$ cat src/hw/htrf_regs.svh
/*
 * Constants of the touch report framer: register map, report layout,
 * timing. Assumes a 100 MHz core clock.
 */
`ifndef HTRF_REGS_SVH
`define HTRF_REGS_SVH

// Timing
`define HTRF_CLK_PERIOD_NS 10
`define HTRF_SCAN_PERIOD_NS 100000

// Register offsets and reset values
`define HTRF_ADDR_W 4
`define HTRF_REG_CTRL 4'h0
`define HTRF_REG_STAT 4'h4
`define HTRF_REG_SCAN 4'h8
`define HTRF_CTRL_GEO_BIT 0
`define HTRF_CTRL_RST 1'b0
`define HTRF_STAT_BUSY_BIT 8

// Report lengths in bytes, identifier included
`define HTRF_TOUCH_LEN 5'd18
`define HTRF_PEN_LEN 5'd11

// Per-touch report byte places
`define HTRF_T_ID 0
`define HTRF_T_STATUS 1
`define HTRF_T_NUM 2
`define HTRF_T_X 3
`define HTRF_T_XP 5
`define HTRF_T_Y 7
`define HTRF_T_YP 9
`define HTRF_T_WIDTH 11
`define HTRF_T_HEIGHT 13
`define HTRF_T_SCAN 15
`define HTRF_T_COUNT 17

// Pen report byte places and byte-1 bits
`define HTRF_P_ID 0
`define HTRF_P_BTN 1
`define HTRF_P_X 2
`define HTRF_P_XC 4
`define HTRF_P_Y 6
`define HTRF_P_YC 8
`define HTRF_P_PRESS 10
`define HTRF_P_TIP_BIT 0
`define HTRF_P_BARREL_BIT 1
`define HTRF_P_ERASER_BIT 2
`define HTRF_P_RANGE_BIT 4

// Upper nibble of a 12-bit coordinate high byte
`define HTRF_COORD_PAD 4'h0

`endif

$ cat src/hw/htrf_pkg.sv
/*
 * Types of the touch report framer: event carriers and states.
 * Assumes htrf_regs.svh for all numeric constants.
 */
package htrf_pkg;

    // One active touch, as delivered by the touch tracker
    typedef struct packed {
        logic [7:0] status;
        logic [7:0] touch_num;
        logic [11:0] x;
        logic [11:0] x_alt;
        logic [11:0] y;
        logic [11:0] y_alt;
        logic [7:0] width;
        logic [7:0] height;
        logic [7:0] count;
    } htrf_touch_t;

    // One pen sample
    typedef struct packed {
        logic tip;
        logic barrel;
        logic eraser;
        logic in_range;
        logic [15:0] x;
        logic [15:0] x_ctr;
        logic [15:0] y;
        logic [15:0] y_ctr;
        logic [7:0] pressure;
    } htrf_pen_t;

    // Framer states, one-hot
    typedef enum logic [2:0] {
        HTRF_ST_IDLE = 3'b001,
        HTRF_ST_TOUCH = 3'b010,
        HTRF_ST_PEN = 3'b100
    } htrf_state_t;

endpackage

$ cat src/hw/htrf_framer.sv
/*
 * Touch and pen input report framer with its byte FIFO.
 * Assumes event sources on the same clock holding valid until ready,
 * a byte sink with valid/ready, and a pull-up on the pending line.
 */
// Local design decisions: the register addresses and the strobed register port.
`timescale 1ns/10ps
`include "htrf_regs.svh"

// Byte FIFO; structure set by width and depth
module htrf_fifo #(
    parameter int W = 8,
    parameter int DEPTH = 16
) (
    input wire logic i_clk, // Core clock
    input wire logic i_sys_rst, // Async reset
    input wire logic i_in_valid, // Write request
    output logic o_in_ready, // Not full
    input wire logic [W-1:0] i_in_data, // Write data
    output logic o_out_valid, // Not empty
    input wire logic i_out_ready, // Drain request
    output logic [W-1:0] o_out_data, // Head word
    output logic [$clog2(DEPTH):0] o_level // Words held
);
    // Count is one bit wider so full and empty never alias
    localparam int AW = $clog2(DEPTH);
    typedef struct packed {
        logic [DEPTH-1:0][W-1:0] mem;
        logic [AW-1:0] wp;
        logic [AW-1:0] rp;
        logic [AW:0] cnt;
    } htrf_fifo_state_t;
    htrf_fifo_state_t s_q, s_d;
    logic push, pop;

    // Flags straight from the count, never guessed from pointers
    assign o_in_ready = s_q.cnt != (AW+1)'(DEPTH);
    assign o_out_valid = s_q.cnt != '0;
    assign o_out_data = s_q.mem[s_q.rp];
    assign o_level = s_q.cnt;
    assign push = i_in_valid && o_in_ready;
    assign pop = i_out_ready && o_out_valid;

    // Next state
    always_comb begin
        s_d = s_q;
        if (push) begin
            s_d.mem[s_q.wp] = i_in_data;
            s_d.wp = (s_q.wp == AW'(DEPTH-1)) ? '0 : s_q.wp + 1'b1;
        end
        if (pop) begin
            s_d.rp = (s_q.rp == AW'(DEPTH-1)) ? '0 : s_q.rp + 1'b1;
        end
        // Push and pop in one cycle leave the count unchanged
        s_d.cnt = s_q.cnt + (AW+1)'(push) - (AW+1)'(pop);
    end

    // State register
    always_ff @(posedge i_clk or posedge i_sys_rst) begin
        if (i_sys_rst) begin
            // Reset empties the queue; stored bytes are lost
            s_q <= '0;
        end else begin
            s_q <= s_d;
        end
    end
endmodule

// Overview of operation
// [RULE1] One report per active touch, each opening with the report identifier byte.
// [RULE2] Seventeen bytes follow the identifier in every per-touch report.
// [RULE3] Geometry on: status, number, X, X', Y, Y', width, height, scan time, count.
// [RULE4] Geometry off: same places, bytes 5, 6, 9, 10 and 11 to 14 reserved.
// [RULE5] Touch number byte names the touch, counted from zero.
// [RULE6] Coordinates are 12-bit; upper nibble of each high byte is zero.
// [RULE7] Geometry on: width in byte 11, height in byte 13.
// [RULE8] Bytes 15 and 16 hold a timestamp ticking every 100 us.
// [RULE9] Pen report opens with its identifier, a parameter.
// [RULE10] Pen byte 1: bit 0 tip contact, bit 1 barrel, bit 2 eraser.
// [RULE11] Pen byte 1: bit 4 in range; bits 3 and 7 to 5 reserved.
// [RULE12] Pen X, X centre, Y, Y centre in bytes 2-3, 4-5, 6-7, 8-9.
// [RULE13] Pen byte 10 carries tip pressure.
// [RULE14] Pending line pulled low while a report waits to be read.
// [RULE15] Two-byte fields go low byte first.
// [RULE16] Reserved bits and bytes are sent as zero.
module htrf_framer #(
    parameter logic [7:0] TOUCH_REPORT_ID = 8'h01,
    parameter logic [7:0] PEN_REPORT_ID = 8'h06,
    parameter int unsigned SCAN_TICK_CYC = `HTRF_SCAN_PERIOD_NS / `HTRF_CLK_PERIOD_NS,
    parameter int FIFO_DEPTH = 16
) (
    input wire logic i_clk, // Core clock
    input wire logic i_sys_rst, // Async reset, high
    input wire logic [`HTRF_ADDR_W-1:0] i_addr, // Register address
    input wire logic [31:0] i_wdata, // Write data
    input wire logic i_wr, // Write strobe
    input wire logic i_rd, // Read strobe
    output logic [31:0] o_rdata, // Read data, cycle after strobe
    input wire logic i_touch_valid, // Touch event offered
    input wire htrf_pkg::htrf_touch_t i_touch, // Touch event
    output logic o_touch_ready, // Touch event taken
    input wire logic i_pen_valid, // Pen event offered
    input wire htrf_pkg::htrf_pen_t i_pen, // Pen event
    output logic o_pen_ready, // Pen event taken
    output logic o_byte_valid, // Report byte offered
    output logic [7:0] o_byte_data, // Report byte
    input wire logic i_byte_ready, // Sink takes byte
    output logic o_message_pending_n, // Pending pin level
    output logic o_message_pending_n_oe // Pending pin drive
);
    import htrf_pkg::*;

    localparam int LW = $clog2(FIFO_DEPTH) + 1;

    // Whole framer state; one register, one next-state process
    typedef struct packed {
        htrf_state_t st;
        logic [4:0] idx;
        logic [4:0] len;
        logic [17:0][7:0] rpt;
        logic [15:0] div;
        logic [15:0] scan;
        logic geo_en;
        logic [31:0] rdata;
        logic ready;
        logic pen_rdy;
        logic out_valid;
        logic [7:0] out_data;
        logic pend_oe;
    } htrf_top_state_t;

    htrf_top_state_t s_q, s_d;
    logic f_in_valid, f_in_ready, f_out_valid, f_out_ready;
    logic [7:0] f_out_data;
    logic [LW-1:0] f_level;
    logic take_touch, take_pen;

    // Per-touch report image, reserved places left at zero
    function automatic logic [17:0][7:0] fmt_touch(htrf_touch_t t, logic geo,
                                                   logic [15:0] scan);
        logic [17:0][7:0] r;
        r = '0; // RULE16
        r[`HTRF_T_ID] = TOUCH_REPORT_ID; // RULE1
        r[`HTRF_T_STATUS] = t.status; // RULE2
        r[`HTRF_T_NUM] = t.touch_num; // RULE5
        r[`HTRF_T_X] = t.x[7:0]; // RULE15
        r[`HTRF_T_X+1] = {`HTRF_COORD_PAD, t.x[11:8]}; // RULE6
        r[`HTRF_T_Y] = t.y[7:0]; // RULE15
        r[`HTRF_T_Y+1] = {`HTRF_COORD_PAD, t.y[11:8]}; // RULE6
        // Geometry off leaves X', Y', width and height at zero
        if (geo) begin
            r[`HTRF_T_XP] = t.x_alt[7:0]; // RULE3
            r[`HTRF_T_XP+1] = {`HTRF_COORD_PAD, t.x_alt[11:8]}; // RULE6
            r[`HTRF_T_YP] = t.y_alt[7:0]; // RULE3
            r[`HTRF_T_YP+1] = {`HTRF_COORD_PAD, t.y_alt[11:8]}; // RULE6
            r[`HTRF_T_WIDTH] = t.width; // RULE7
            r[`HTRF_T_HEIGHT] = t.height; // RULE7
        end // RULE4
        // Scan time is the value seen at the accept edge
        r[`HTRF_T_SCAN] = scan[7:0]; // RULE8
        r[`HTRF_T_SCAN+1] = scan[15:8]; // RULE15
        r[`HTRF_T_COUNT] = t.count; // RULE3
        return r;
    endfunction

    // Pen report image in the low eleven bytes
    function automatic logic [17:0][7:0] fmt_pen(htrf_pen_t p);
        logic [17:0][7:0] r;
        r = '0; // RULE16
        r[`HTRF_P_ID] = PEN_REPORT_ID; // RULE9
        // Bit 3 and bits 7 to 5 of byte 1 stay zero from the clear
        r[`HTRF_P_BTN][`HTRF_P_TIP_BIT] = p.tip; // RULE10
        r[`HTRF_P_BTN][`HTRF_P_BARREL_BIT] = p.barrel; // RULE10
        r[`HTRF_P_BTN][`HTRF_P_ERASER_BIT] = p.eraser; // RULE10
        r[`HTRF_P_BTN][`HTRF_P_RANGE_BIT] = p.in_range; // RULE11
        r[`HTRF_P_X] = p.x[7:0]; // RULE12
        r[`HTRF_P_X+1] = p.x[15:8]; // RULE15
        r[`HTRF_P_XC] = p.x_ctr[7:0]; // RULE12
        r[`HTRF_P_XC+1] = p.x_ctr[15:8]; // RULE15
        r[`HTRF_P_Y] = p.y[7:0]; // RULE12
        r[`HTRF_P_Y+1] = p.y[15:8]; // RULE15
        r[`HTRF_P_YC] = p.y_ctr[7:0]; // RULE12
        r[`HTRF_P_YC+1] = p.y_ctr[15:8]; // RULE15
        r[`HTRF_P_PRESS] = p.pressure; // RULE13
        return r;
    endfunction

    // Grants are registered and never both high, so a tie is settled
    // one cycle ahead; a pen offered during a touch grant waits a cycle
    assign take_touch = s_q.ready && i_touch_valid;
    assign take_pen = s_q.pen_rdy && i_pen_valid;

    // Byte walk feeds the FIFO; a full FIFO stalls the walk
    assign f_in_valid = s_q.st != HTRF_ST_IDLE;
    assign f_out_ready = !s_q.out_valid || i_byte_ready;

    // Sixteen bytes absorb most of a report while the host is slow
    htrf_fifo #(
        .W(8),
        .DEPTH(FIFO_DEPTH)
    ) u_fifo (
        .i_clk(i_clk),
        .i_sys_rst(i_sys_rst),
        .i_in_valid(f_in_valid),
        .o_in_ready(f_in_ready),
        .i_in_data(s_q.rpt[s_q.idx]),
        .o_out_valid(f_out_valid),
        .i_out_ready(f_out_ready),
        .o_out_data(f_out_data),
        .o_level(f_level)
    );

    // Next state of the whole framer
    always_comb begin
        s_d = s_q;
        // Scan timestamp, one tick per 100 us
        // Limitation: a 16-bit field wraps after about 6.5 s
        if (s_q.div == 16'(SCAN_TICK_CYC - 1)) begin
            s_d.div = '0;
            s_d.scan = s_q.scan + 16'h0001; // RULE8
        end else begin
            s_d.div = s_q.div + 16'h0001;
        end
        // Capture a whole report so the source is free at once
        case (s_q.st)
            HTRF_ST_IDLE: begin
                // Index restarts so each report begins with its identifier
                s_d.idx = '0;
                if (take_touch) begin
                    s_d.rpt = fmt_touch(i_touch, s_q.geo_en, s_q.scan); // RULE1
                    s_d.len = `HTRF_TOUCH_LEN; // RULE2
                    s_d.st = HTRF_ST_TOUCH;
                end else if (take_pen) begin
                    s_d.rpt = fmt_pen(i_pen); // RULE9
                    s_d.len = `HTRF_PEN_LEN;
                    s_d.st = HTRF_ST_PEN;
                end
            end
            HTRF_ST_TOUCH, HTRF_ST_PEN: begin
                // A full FIFO holds the index; the same byte is offered again
                if (f_in_ready) begin
                    s_d.idx = s_q.idx + 5'd1;
                    if (s_q.idx == s_q.len - 5'd1) begin
                        s_d.st = HTRF_ST_IDLE;
                    end
                end
            end
            default: begin
                s_d.st = HTRF_ST_IDLE;
            end
        endcase
        // One grant at a time; touch wins a tie, finger traffic is latency-critical
        s_d.ready = (s_d.st == HTRF_ST_IDLE) && (i_touch_valid || !i_pen_valid);
        s_d.pen_rdy = (s_d.st == HTRF_ST_IDLE) && !i_touch_valid && i_pen_valid;
        // Output stage so the sink sees flip-flops only
        if (f_out_ready) begin
            s_d.out_valid = f_out_valid;
            s_d.out_data = f_out_valid ? f_out_data : '0;
        end
        // Low while any byte of a report is still inside
        s_d.pend_oe = (s_d.st != HTRF_ST_IDLE) || (f_level > LW'(f_out_ready && f_out_valid))
                      || s_d.out_valid; // RULE14
        // Register writes
        if (i_wr && i_addr == `HTRF_REG_CTRL) begin
            s_d.geo_en = i_wdata[`HTRF_CTRL_GEO_BIT]; // RULE3
        end
        // Register reads, data for one cycle only
        // Busy and level let software see a backed-up host
        s_d.rdata = '0;
        if (i_rd) begin
            case (i_addr)
                `HTRF_REG_CTRL: s_d.rdata[`HTRF_CTRL_GEO_BIT] = s_q.geo_en;
                `HTRF_REG_STAT: begin
                    s_d.rdata[LW-1:0] = f_level;
                    s_d.rdata[`HTRF_STAT_BUSY_BIT] = s_q.st != HTRF_ST_IDLE;
                end
                `HTRF_REG_SCAN: s_d.rdata[15:0] = s_q.scan;
                default: s_d.rdata = '0;
            endcase
        end
    end

    // State register
    always_ff @(posedge i_clk or posedge i_sys_rst) begin
        if (i_sys_rst) begin
            s_q <= '0;
            s_q.st <= HTRF_ST_IDLE;
            s_q.geo_en <= `HTRF_CTRL_RST;
        end else begin
            s_q <= s_d;
        end
    end

    // Outputs, all from flip-flops except the pending pin level, tied to a constant
    assign o_rdata = s_q.rdata;
    assign o_touch_ready = s_q.ready;
    // Pen grant is a flip-flop too, decided one cycle ahead
    assign o_pen_ready = s_q.pen_rdy;
    assign o_byte_valid = s_q.out_valid;
    assign o_byte_data = s_q.out_data;
    // Open drain: only ever pulls low
    // Released at reset, so the pull-up holds the pin high
    assign o_message_pending_n = 1'b0;
    assign o_message_pending_n_oe = s_q.pend_oe; // RULE14
endmodule

$ cat config.mk
export PLATFORM = sky130hd
export DESIGN_NAME = htrf_framer
export DESIGN_NICKNAME = d
export VERILOG_FILES = /design/src/hw/htrf_pkg.sv /design/src/hw/htrf_framer.sv
export VERILOG_INCLUDE_DIRS = /design/src /design/src/hw
export SDC_FILE = /design/constraint.sdc
export NUM_CORES = 1
export LEC_CHECK = 0
export BUFFER_PORTS_ARGS = -buffer_cell sky130_fd_sc_hd__buf_2
export CORE_MARGIN = 1.5
export CORE_UTILIZATION = 58
export CTS_CLUSTER_DIAMETER = 100
export CTS_CLUSTER_SIZE = 16
export DETAILED_ROUTE_END_ITERATION = 8
export PLACE_DENSITY = 0.81
export SLEW_MARGIN = 25
export SYNTH_ARGS = -nofsm -noshare
export SYNTH_HDL_FRONTEND = slang
export SYNTH_SLANG_ARGS = --single-unit
$ cat constraint.sdc
create_clock -name i_clk -period 13.3 [get_ports i_clk]
set_input_delay 2.66 -clock i_clk [delete_from_list [all_inputs] [get_ports i_clk]]
set_output_delay 2.66 -clock i_clk [all_outputs]
set_load 0.01 [all_outputs]
# Word level (Yosys, flattened, before mapping)
# Index checks and enable logic that the tools add are counted.
[classes]
add_sub_neg = 8
n_lt_le_gt_ge = 5
n_eq_ne = 14
n_mux = 29
reduce_logical = 23
[op_table]
columns = ["operator", "n"]
rows = [
  ["$mux W149", 2],
  ["$bwmux W128", 1],
  ["$mux W8", 6],
  ["$bmux W8 S5", 1],
  ["$add A16 B1 Y16 const B", 2],
  ["$bmux W8 S4", 1],
  ["$demux W8 S4", 1],
  ["$mux W16", 2],
  ["$mux W24", 1],
  ["$eq A16 B14 Y1 const B", 1],
  ["$eq A4 B4 Y1 const B", 3],
  ["$mux W12", 1],
  ["$mux W3", 4],
  ["$lt A4 B5 Y1 const B", 2],
  ["$pmux W5 S2", 1],
  ["$logic_and A1 B1 Y1", 9],
  ["$mux W9", 1],
  ["$add A4 B1 Y4 const B", 2],
  ["$mux W4", 2],
  ["$pmux W4 S2", 1],
  ["$mux W7", 1],
  ["$eq A3 B1 Y1 const B", 2],
  ["$lt A5 B6 Y1 const B", 1],
  ["$ne A3 B1 Y1 const B", 2],
  ["other kinds (22)", 29],
]
[word_totals]
elab_cells = 128
out_inout_bits = 45
in_bits = 207
reg_bits = 375

# Longest topological paths before layout
# Gate-level depths: netlist of run 1.
[depth]
ltp_word = 8
ltp_mapped = 11
depth_no_buf = 11

# Hierarchy
# A second synthesis of run 1 with hierarchy kept.
[unflattened]
hier_cells = 1297
hier_area_um2 = 15915.3
[modules_own_cells]
columns = ["mod", "instances", "cells_each", "seq_area_each_um2", "area_each_um2"]
rows = [
  ["htrf_framer", 1, 826, 4805.9, 9090.0],
  ["htrf_fifo", 1, 471, 3528.4, 6825.3],
]

# Worst setup path before layout of run 1
# Ideal clock, no wire load.
[synth_path]
path_type = "input port to flip-flop"
startpoint = "in i_byte_ready"
endpoint = "reg u_fifo.s_q (netlist bit u_fifo.o_level[4])"
path_stages = 10
setup_ps = 123
path_buffers = 1
arrival_ps = 4562
setup_slack_ps = 8616
t_required_ps = 13177
cell_sequence = "nor2b_1 clkbuf_1 nor2_1 ha_1 inv_1 ha_1 fa_1 a21oi_1 o21bai_1 xnor2_1"
[synth_rtl]
columns = ["element", "line_no", "rtl"]
rows = [
  ["start: declaration", "htrf_framer.sv:107", "input wire logic i_byte_ready,"],
  ["end signal: assignment", "htrf_framer.sv:62", "s_q <= '0;"],
  ["end signal: assignment", "htrf_framer.sv:64", "s_q <= s_d;"],
  ["end: declaration", "htrf_framer.sv:33", "htrf_fifo_state_t s_q, s_d;"],
]

==> results of run 1 <==
-- power groups by stage --
stage / sequential (mW) / clock (mW) / combinational (mW)
after floorplan: 1.56 / 0 / 1.17
after global placement: 1.63 / 0 / 1.35
after detailed placement: 1.65 / 0 / 1.41
after CTS: 1.63 / 0.690 / 1.42
after global routing: 1.68 / 0.731 / 1.57
final: 1.64 / 0.682 / 1.43
-- final timing paths --
| kind | start | to | slack, ns | cells past startpoint |
|---|---|---|---|---|
| max | i_sys_rst | u_fifo.s_q[134]$_DFFE_PP0P_ | 8.95 | 4 |
| min | s_q[61]$_DFF_PP0_ | s_q[61]$_DFF_PP0_ | 0.49 | 1 |
| max reg2reg | u_fifo.o_level[2]$_DFF_PP0_ | u_fifo.o_level[4]$_DFF_PP0_ | 10.18 | 9 |
| max in group i_clk | i_touch_valid | s_q[89]$_DFFE_PP0P_ | 8.99 | 5 |
| min in group asynchronous | i_sys_rst | s_q[67]$_DFF_PP0_ | 2.27 | 2 |
| min reg2reg | s_q[61]$_DFF_PP0_ | s_q[61]$_DFF_PP0_ | 0.49 | 1 |
-- worst max-delay path, stage by stage --
cell   delay (ns)
buf_2        0.13
inv_8        0.54
buf_6        0.67
buf_4        0.78
-- flip-flops by register name, indices dropped and copies added (netlist names) --
signal / count
o_byte_data: 8
u_fifo.s_q: 136
u_fifo.o_level: 5
o_rdata: 16
s_q: 164
o_message_pending_n_oe: 1
o_byte_valid: 1
o_touch_ready: 1
o_pen_ready: 1
-- metal layers --
metal | GRT usage, % | up-vias | wire length (µm) | part of all wire (%)
met5 | 0 | - | 0 | 0
met4 | 9.23 | 0 | 1210 | 2.9
met3 | 4.21 | 82 | 3050 | 7.3
met2 | 44.7 | 508 | 20300 | 48
met1 | 38.4 | 6245 | 17400 | 42
li1 | - | 5636 | - | -
-- layout by cell type (no fill, tap or decap), drive strengths merged, types with 4 or more instances in the layout --
cell and n:
a21oi 6, a221oi 5, a22o 61, a22oi 85
a2bb2oi 7, a31oi 123, a32oi 8, and2 7
and3 19, and4 13, buf 222, clkbuf 33
conb 17, dfrtp 332, ha 21, inv 24
mux2 11, mux2i 190, mux4 25, nand2 148
nand2b 6, nand3 19, nand4 9, nor2 50
nor2b 17, nor3 14, nor3b 4, nor4 6
nor4b 6, o21ai 20, o22ai 15, or2 4
or3 7, xnor2 22, xor2 19
-- area by class of cell --
type                       instances  area share [%]
sequential                       333            45.5
multi-input combinational        985            41.3
timing repair buffer             222            6.45
clock buffer                      33            3.58
tap                              384            2.62
inverter                          24           0.532
clock inverter                     1          0.0273
-- cells by family (layout without fill, tap and decap cells) --
family	count (synthesis)	count (layout)	synth area share, %
buf+inv	188	280	6.54
compound gates	340	340	14.9
fa+ha+maj	22	22	1.67
mux	226	226	15.3
flops	333	333	49.3
simple gates	339	339	10.1
other cells	1	17	0.0222
xor+xnor	41	41	2.12
-- through the flow --
stage                     instances  util [%]  total power [mW]  hold slack, ns
after floorplan                1506         -              2.73           0.443
after global placement         1947      61.4              2.98           0.458
after detailed placement       1947      61.4              3.06           0.478
after CTS                      1981      63.7              3.74           0.492
after global routing           1982      63.9              3.98           0.508
final                          1982      63.9              3.76           0.492
==> results_dict.tcl, run 1 <==
set metrics [dict create \
    critPathRequiredTime_ns 13.87 \
    core_area_um2 28700 \
    final_nets 1819 \
    clkSinkCount 333 \
    h-tree-depth 1 \
    areaGrowthSynthToFinish_pct 8.36 \
    hpwl_um 27900 \
    synth.distinct_cells 69 \
    ctsHoldBuffers 0 \
    clk-insertion-delay-late_ns 0.54 \
    yosysMostFrequentCell "dfrtp_1" \
    synth_edf_count 0 \
    tns_ns 0 \
    p_int_mw 2.39 \
    start_kind "input pin" \
    post_drt_wl_per_cell_um 21.2 \
    finClkSkew_ns 0.0200 \
    start_util_pct 58.9 \
    p_clk_share_pct 18.1 \
    seq_area_um2 8340 \
    place_ws_ns 7.99 \
    io_buffers 203 \
    synth_area_um2 16900 \
    drt_iter0_drc 1062 \
    fin_ws_ns 8.95 \
    comb_power_share_pct 38.1 \
    cts_setup_buffers 0 \
    slew_violations 0 \
    rsz0062_at_grt "no" \
    synthArstFlopShare_pct 100 \
    tightestPinTransition_ns 1.04 \
    drc 0 \
    fin_crit_ns 4.35 \
    synthCells 1490 \
    setup_viol_count_final 0 \
    path_class "in2async" \
    grt_pass1_vias 12400 \
    p_leak_nw 8.49 \
    fin_crit_sh_pct 32.7 \
    post_cts_resized 0 \
    fp.dieArea_um2 30200 \
    seqPwrFrac_pct 43.8 \
    layout-drive-gt1-share_pct 19.8 \
    switching_power_mw 1.37 \
    clkTransAtPathRegs_ns 0.07 \
    grt_pass1_wl_um 67400 \
    cts_buffers 24 \
    netlist_top_cells_count "dfrtp_1, mux2i_1, nand2_1" \
    antenna_found_initial 0 \
    dpl-instance-area_um2 17600 \
    crit_fanout 120 \
    switching_share_pct 36.5 \
    grt_usage_pct 27.6 \
    hold_viol_final 0 \
    slew-limit-headroom_pct 30.6 \
    clk_path_buf_depth 3 \
    crit_arrival_ns 4.91 \
    status "completed" \
    critPathCaptureType "asynchronous set/reset pin" \
    hold_path.class "reg2reg" \
    avgSynthCellArea_um2 11.4 \
    yosys.area.top_type_share_pct 49.1 \
    multiInputGateArea_um2 7570 \
    antenna_left 0 \
    vias 12500 \
    fin_area_um2 18300 \
    routed_via_density 6.29 \
    maxCapViolations 0 \
    grt_start_max_net_pins 121 \
    die_h_um 174 \
    ys.flop_type "dfrtp_1" \
    drtPass1Iterations 5 \
    num_rows 62 \
    synth_top_cell_by_area "dfrtp_1" \
    overflow 0 \
    die_x_um 174 \
    root_buffer "clkbuf_16" \
    antennaDiodeCount 0 \
    routabilityCongestion 0.819 \
    ys_ff_latch 333 \
    max-vdd-ir-drop_mv 0.102 \
    max_freq_mhz 230 \
    p_per_area_nw_per_um2 205 \
    ys_seq_area_share_pct 49.3 \
    fill_cells 2252 \
    yosysWarnings 0 \
    io_pins 252 \
    cts_tree "done" \
    synthTopCellsByArea "dfrtp_1, mux2i_1, a31oi_1" \
    routed_wl_um 41900 \
]
Note: power is estimated with default switching activity, not from simulation.
==> inputs of run 2 (changes only) <==
==> constraint.sdc (replaced) <==
create_clock -name i_clk -period 4.5 [get_ports i_clk]
set_input_delay 0.9 -clock i_clk [delete_from_list [all_inputs] [get_ports i_clk]]
set_output_delay 0.9 -clock i_clk [all_outputs]
set_load 0.01 [all_outputs]
==> run 2 against run 1 <==
Compared with the run above: routed wire length up 0.72%; register-to-register slack worse by 9.1 ns; highest routed layer is now met5; non-clock buffer count up 2; sequential power rose to 3.0 times the previous value; critical path depth up 7; sequential share of layout area down 0.099 points; core utilization up 0.14 points; largest power group unchanged; via count up 0.16%.
==> results_dict.tcl, run 2 (synthesized netlist as in run 1, its figures left out) <==
set metrics [dict create \
    top_layer_used "met5" \
    drc 0 \
    fin_ws_ns 1.04 \
    clk_path_buf_depth 3 \
    fin_crit_ns 3.46 \
    timing.rr.end "u_fifo.o_level[4]$_DFF_PP0_" \
    wl_met1_um 17300 \
    vias 12500 \
    worst_path_max_delay_cell "nor4b_1" \
    cp_cell_sequence "inv_1 > ha_1 > nor4b_1 > nor2_1 > ha_1 > inv_1 > ha_1 > fa_1 > a21oi_1 > o21bai_1 > xnor2_1" \
    grt_pass1_wl_um 67900 \
    max_freq_mhz 289 \
    core_area_um2 28700 \
    status "completed" \
    slew-limit-headroom_pct 33.3 \
    overflow 0 \
    clkSinkCount 333 \
    fin_crit_sh_pct 76.9 \
    hold_path.class "in2async" \
    clk-insertion-delay-late_ns 0.54 \
    largest_reg_flops 164 \
    path_depth 11 \
    routed_wl_um 42200 \
    grt_usage_pct 27.9 \
    final_nets 1821 \
    die_h_um 174 \
    h-tree-depth 1 \
    grt_start_max_net_pins 176 \
    slew_violations 0 \
    ctsHoldBuffers 0 \
    final_common_cell "dfrtp_1" \
    wl_met2_um 21000 \
    routabilityCongestion 0.835 \
    setup_viol_count_final 0 \
    crit_path_frequent_cell "ha_1" \
    clkTransAtPathRegs_ns 0.08 \
    maxCapViolations 0 \
    critPathRequiredTime_ns 4.93 \
    critPathCaptureType "register" \
    die_x_um 174 \
    tightestPinTransition_ns 1.00 \
    crit_arrival_ns 3.89 \
    areaGrowthSynthToFinish_pct 8.59 \
    io_pins 252 \
    wl_met3_um 3180 \
    top_register "s_q" \
    drtPass1Iterations 5 \
    cts_buffers 24 \
    routed_via_density 6.29 \
    antenna_left 0 \
    drt_iter0_drc 1192 \
    fin_util_pct 64.0 \
    p_leak_nw 8.50 \
    num_rows 62 \
    cts_tree "done" \
    cp_num_buf_inv 2 \
    cts_setup_buffers 0 \
    cpPeakStageDelay_ns 0.81 \
    antenna_found_initial 2 \
    layout-drive-gt1-share_pct 19.9 \
    r2r-start "u_fifo.o_level[2]$_DFF_PP0_" \
    finClkSkew_ns 0.0116 \
    max-vdd-ir-drop_mv 0.371 \
    reg2reg_depth 11 \
    critPathLaunch "u_fifo.o_level[2]$_DFF_PP0_" \
    hold_viol_final 0 \
    crit_fanout 6 \
    grt_pass1_vias 12600 \
    path_class "reg2reg" \
    root_buffer "clkbuf_16" \
    rsz0062_at_grt "no" \
    io_buffers 203 \
    final_cell_mix "dfrtp_1, buf_2, mux2i_1, nand2_1, a31oi_1" \
    p_per_area_nw_per_um2 606 \
    post_cts_resized 0 \
    post_drt_wl_per_cell_um 21.3 \
    fill_cells 2266 \
    path_delay_family "adder cells" \
    hpwl_um 28800 \
    start_util_pct 58.9 \
    fp.dieArea_um2 30200 \
    start_kind "register" \
    place_ws_ns 1.16 \
    r2r_setup_slack_ns 1.04 \
]
run 2: cell type report:
| cell class | instances | area (µm²) | share of cell area, % |
|---|---|---|---|
| multi-input combinational | 985 | 7570 | 41.2 |
| timing repair buffer | 224 | 1220 | 6.65 |
| clock inverter | 1 | 5.00 | 0.0272 |
| sequential | 333 | 8340 | 45.4 |
| clock buffer | 34 | 659 | 3.59 |
| inverter | 24 | 93.8 | 0.511 |
| tap | 384 | 480 | 2.62 |
| antenna | 1 | 2.50 | 0.0136 |
run 2: through the flow:
stage / hold WS, ns / cells / cell area [µm²] / total power, mW / TNS [ns]
floorplan: 0.443 / 1506 / 17000 / 8.07 / -281.47
global placement: 0.459 / 1949 / 17700 / 8.83 / 0
detailed placement: 0.474 / 1949 / 17700 / 9.07 / 0
CTS: 0.279 / 1984 / 18300 / 11.1 / 0
global route: 0.288 / 1986 / 18400 / 11.8 / 0
finish: 0.285 / 1986 / 18400 / 11.1 / 0
run 2: per-layer routing:
layer / vias to the layer above / track usage (%)
li1: 5649 / -
met1: 6250 / 38.2
met2: 519 / 46.7
met3: 71 / 4.85
met4: 2 / 6.72
met5: - / 0
run 2: how the worst max path moves through the flow:
| stage | end |
|---|---|
| 5_1_grt | u_fifo.o_level[4]$_DFF_PP0_ |
| 4_1_cts | u_fifo.o_level[4]$_DFF_PP0_ |
| 3_3_place_gp | u_fifo.o_level[4]$_DFF_PP0_ |
| 3_5_place_dp | u_fifo.o_level[4]$_DFF_PP0_ |
| 6_report | u_fifo.o_level[4]$_DFF_PP0_ |
| 2_1_floorplan | o_byte_data[0]$_DFFE_PP0N_ |
run 2: report_power, final:
group / switching, mW / internal (mW)
sequential: 0.804 / 4.12
combinational: 2.25 / 1.93
clock: 1.03 / 1.01
total: 4.08 / 7.06
==> inputs of run 3 (changes only) <==
--- a/config.mk
+++ b/config.mk
@@ -8,11 +8,11 @@
 export LEC_CHECK = 0
 export BUFFER_PORTS_ARGS = -buffer_cell sky130_fd_sc_hd__buf_2
 export CORE_MARGIN = 1.5
-export CORE_UTILIZATION = 58
+export CORE_UTILIZATION = 52
 export CTS_CLUSTER_DIAMETER = 100
 export CTS_CLUSTER_SIZE = 16
 export DETAILED_ROUTE_END_ITERATION = 8
-export PLACE_DENSITY = 0.81
+export PLACE_DENSITY = 0.77
 export SLEW_MARGIN = 25
 export SYNTH_ARGS = -nofsm -noshare
 export SYNTH_HDL_FRONTEND = slang
==> constraint.sdc (replaced) <==
create_clock -name i_clk -period 2.82 [get_ports i_clk]
set_input_delay 0.564 -clock i_clk [delete_from_list [all_inputs] [get_ports i_clk]]
set_output_delay 0.564 -clock i_clk [all_outputs]
set_load 0.01 [all_outputs]
==> run 3 against run 2 <==
Compared with the run above: via count increased by 1.2%; final area increased by 2.5%; final cell count increased by 4.7%; largest cell class unchanged; register-to-register slack got worse by 0.83 ns; setup slack got worse by 0.83 ns; sequential share of layout area decreased by 1.1 points; non-clock buffer count increased by 44; critical endpoint unchanged; routed wire length increased by 1.2%.
==> results_dict.tcl, run 3 (synthesized netlist as in run 1, its figures left out) <==
set metrics [dict create \
    cts_buffers 24 \
    r2r_setup_slack_ns 0.21 \
    p_per_area_nw_per_um2 955 \
    final_cell_mix "dfrtp_1, buf_2, mux2i_1, nand2_1, a31oi_1" \
    antennaDiodeCount 0 \
    io_buffers 203 \
    comb_power_share_pct 38.0 \
    fin_crit_sh_pct 92.6 \
    tightestPinTransition_ns 0.983 \
    maxCapViolations 0 \
    cp_num_buf_inv 2 \
    seqPwrFrac_pct 43.9 \
    worst_path_max_delay_cell "fa_1" \
    grt_pass1_vias 12600 \
    post_drt_wl_per_cell_um 20.5 \
    slew_violations 0 \
    overflow 0 \
    cpPeakStageDelay_ns 0.41 \
    tns_ns 0 \
    rsz0062_at_grt "no" \
    clk-insertion-delay-late_ns 0.54 \
    grt_start_max_net_pins 67 \
    fp.dieArea_um2 33600 \
    max_freq_mhz 383 \
    core_area_um2 31800 \
    drtPass1Iterations 5 \
    routabilityCongestion 0.846 \
    start_util_pct 53.2 \
    dpl-instance-area_um2 18200 \
    cts_tree "done" \
    largest_reg_flops 164 \
    fin_crit_ns 2.61 \
    p_clk_share_pct 18.1 \
    setup_viol_count_final 0 \
    routed_wl_um 42700 \
    grt_pass1_wl_um 69100 \
    max-vdd-ir-drop_mv 0.539 \
    die_h_um 183 \
    hold_viol_final 0 \
    fill_cells 2596 \
    final_nets 1865 \
    holdWs_ns 0.0536 \
    critPathCaptureType "register" \
    status "completed" \
    p_leak_nw 8.73 \
    h-tree-depth 1 \
    slew-limit-headroom_pct 34.5 \
    antenna_left 0 \
    fin_area_um2 18800 \
    layout-drive-gt1-share_pct 22.0 \
    top_register "s_q" \
    switching_share_pct 36.4 \
    io_pins 252 \
    root_buffer "clkbuf_16" \
    crit_path_frequent_cell "ha_1" \
    start_kind "register" \
    routed_via_density 6.08 \
    vias 12600 \
    p_int_mw 11.4 \
    crit_fanout 4 \
    finClkSkew_ns 0.0174 \
    die_x_um 183 \
    critPathRequiredTime_ns 3.25 \
    drc 0 \
    areaGrowthSynthToFinish_pct 11.3 \
    drt_iter0_drc 981 \
    hold_path.class "in2async" \
    path_delay_family "adder cells" \
    final_common_cell "dfrtp_1" \
    num_rows 65 \
    switching_power_mw 6.54 \
    clkTransAtPathRegs_ns 0.07 \
    antenna_found_initial 0 \
    grt_usage_pct 25.8 \
    ctsHoldBuffers 0 \
    hpwl_um 29900 \
    cp_cell_sequence "inv_1 > ha_1 > nor4b_2 > nor2_1 > ha_1 > inv_1 > ha_1 > fa_1 > a21oi_1 > o21bai_1 > xnor2_1" \
    clk_path_buf_depth 3 \
    clkSinkCount 333 \
    path_class "reg2reg" \
    crit_arrival_ns 3.04 \
]
-- run 3: worst paths after layout --
path,start,end,depth (start not counted)
max,u_fifo.o_level[2]$_DFF_PP0_,u_fifo.o_level[4]$_DFF_PP0_,11
min,i_sys_rst,u_fifo.s_q[125]$_DFFE_PP0P_,2
max reg2reg,u_fifo.o_level[2]$_DFF_PP0_,u_fifo.o_level[4]$_DFF_PP0_,11
min reg2reg,s_q[87]$_DFFE_PP0P_,s_q[87]$_DFFE_PP0P_,2
max in group asynchronous,i_sys_rst,o_rdata[11]$_DFF_PP0_,4
min in group i_clk,i_pen[54],s_q[123]$_DFFE_PP0P_,3
-- run 3: cell type report --
class	instances	area (µm²)	area share (%)
Timing Repair Buffer	268	1630	8.65
Sequential cell	333	8340	44.3
Multi-Input combinational cell	985	7560	40.2
Inverter	24	93.8	0.498
Tap cell	435	544	2.89
Clock inverter	1	5.00	0.0266
Clock buffer	33	656	3.48
-- run 3: what timing repair did --
item                       4_1_cts  5_1_grt
buffers inserted                 0        0
setup endpoints to repair        0        1
resized for setup                0        1
-- run 3: metal layers --
layer	part of all wire [%]	GRT usage (%)
met1	44	35.9
met2	47	41.9
met3	6.4	4.31
met4	2.4	7.05
met5	0	0
-- run 3: power groups by stage --
stage	combinational [mW]	sequential (mW)	clock (mW)
after floorplan	5.53	7.34	0
after detailed placement	6.78	7.91	0
after global placement	6.55	7.83	0
final	6.83	7.89	3.25
after CTS	6.81	7.85	3.28
after global routing	7.53	8.08	3.47
-- run 3: metrics by stage --
step | setup slack, ns | total power [mW] | utilization [%] | instances
after global routing | 0.0303 | 19.1 | 59.2 | 2079
after floorplan | -2.19 | 12.9 | - | 1506
after CTS | 0.128 | 17.9 | 59.2 | 2079
after detailed placement | 0.156 | 14.7 | 57.1 | 2045
final | 0.209 | 18.0 | 59.2 | 2079
after global placement | 0.214 | 14.4 | 57.1 | 2045
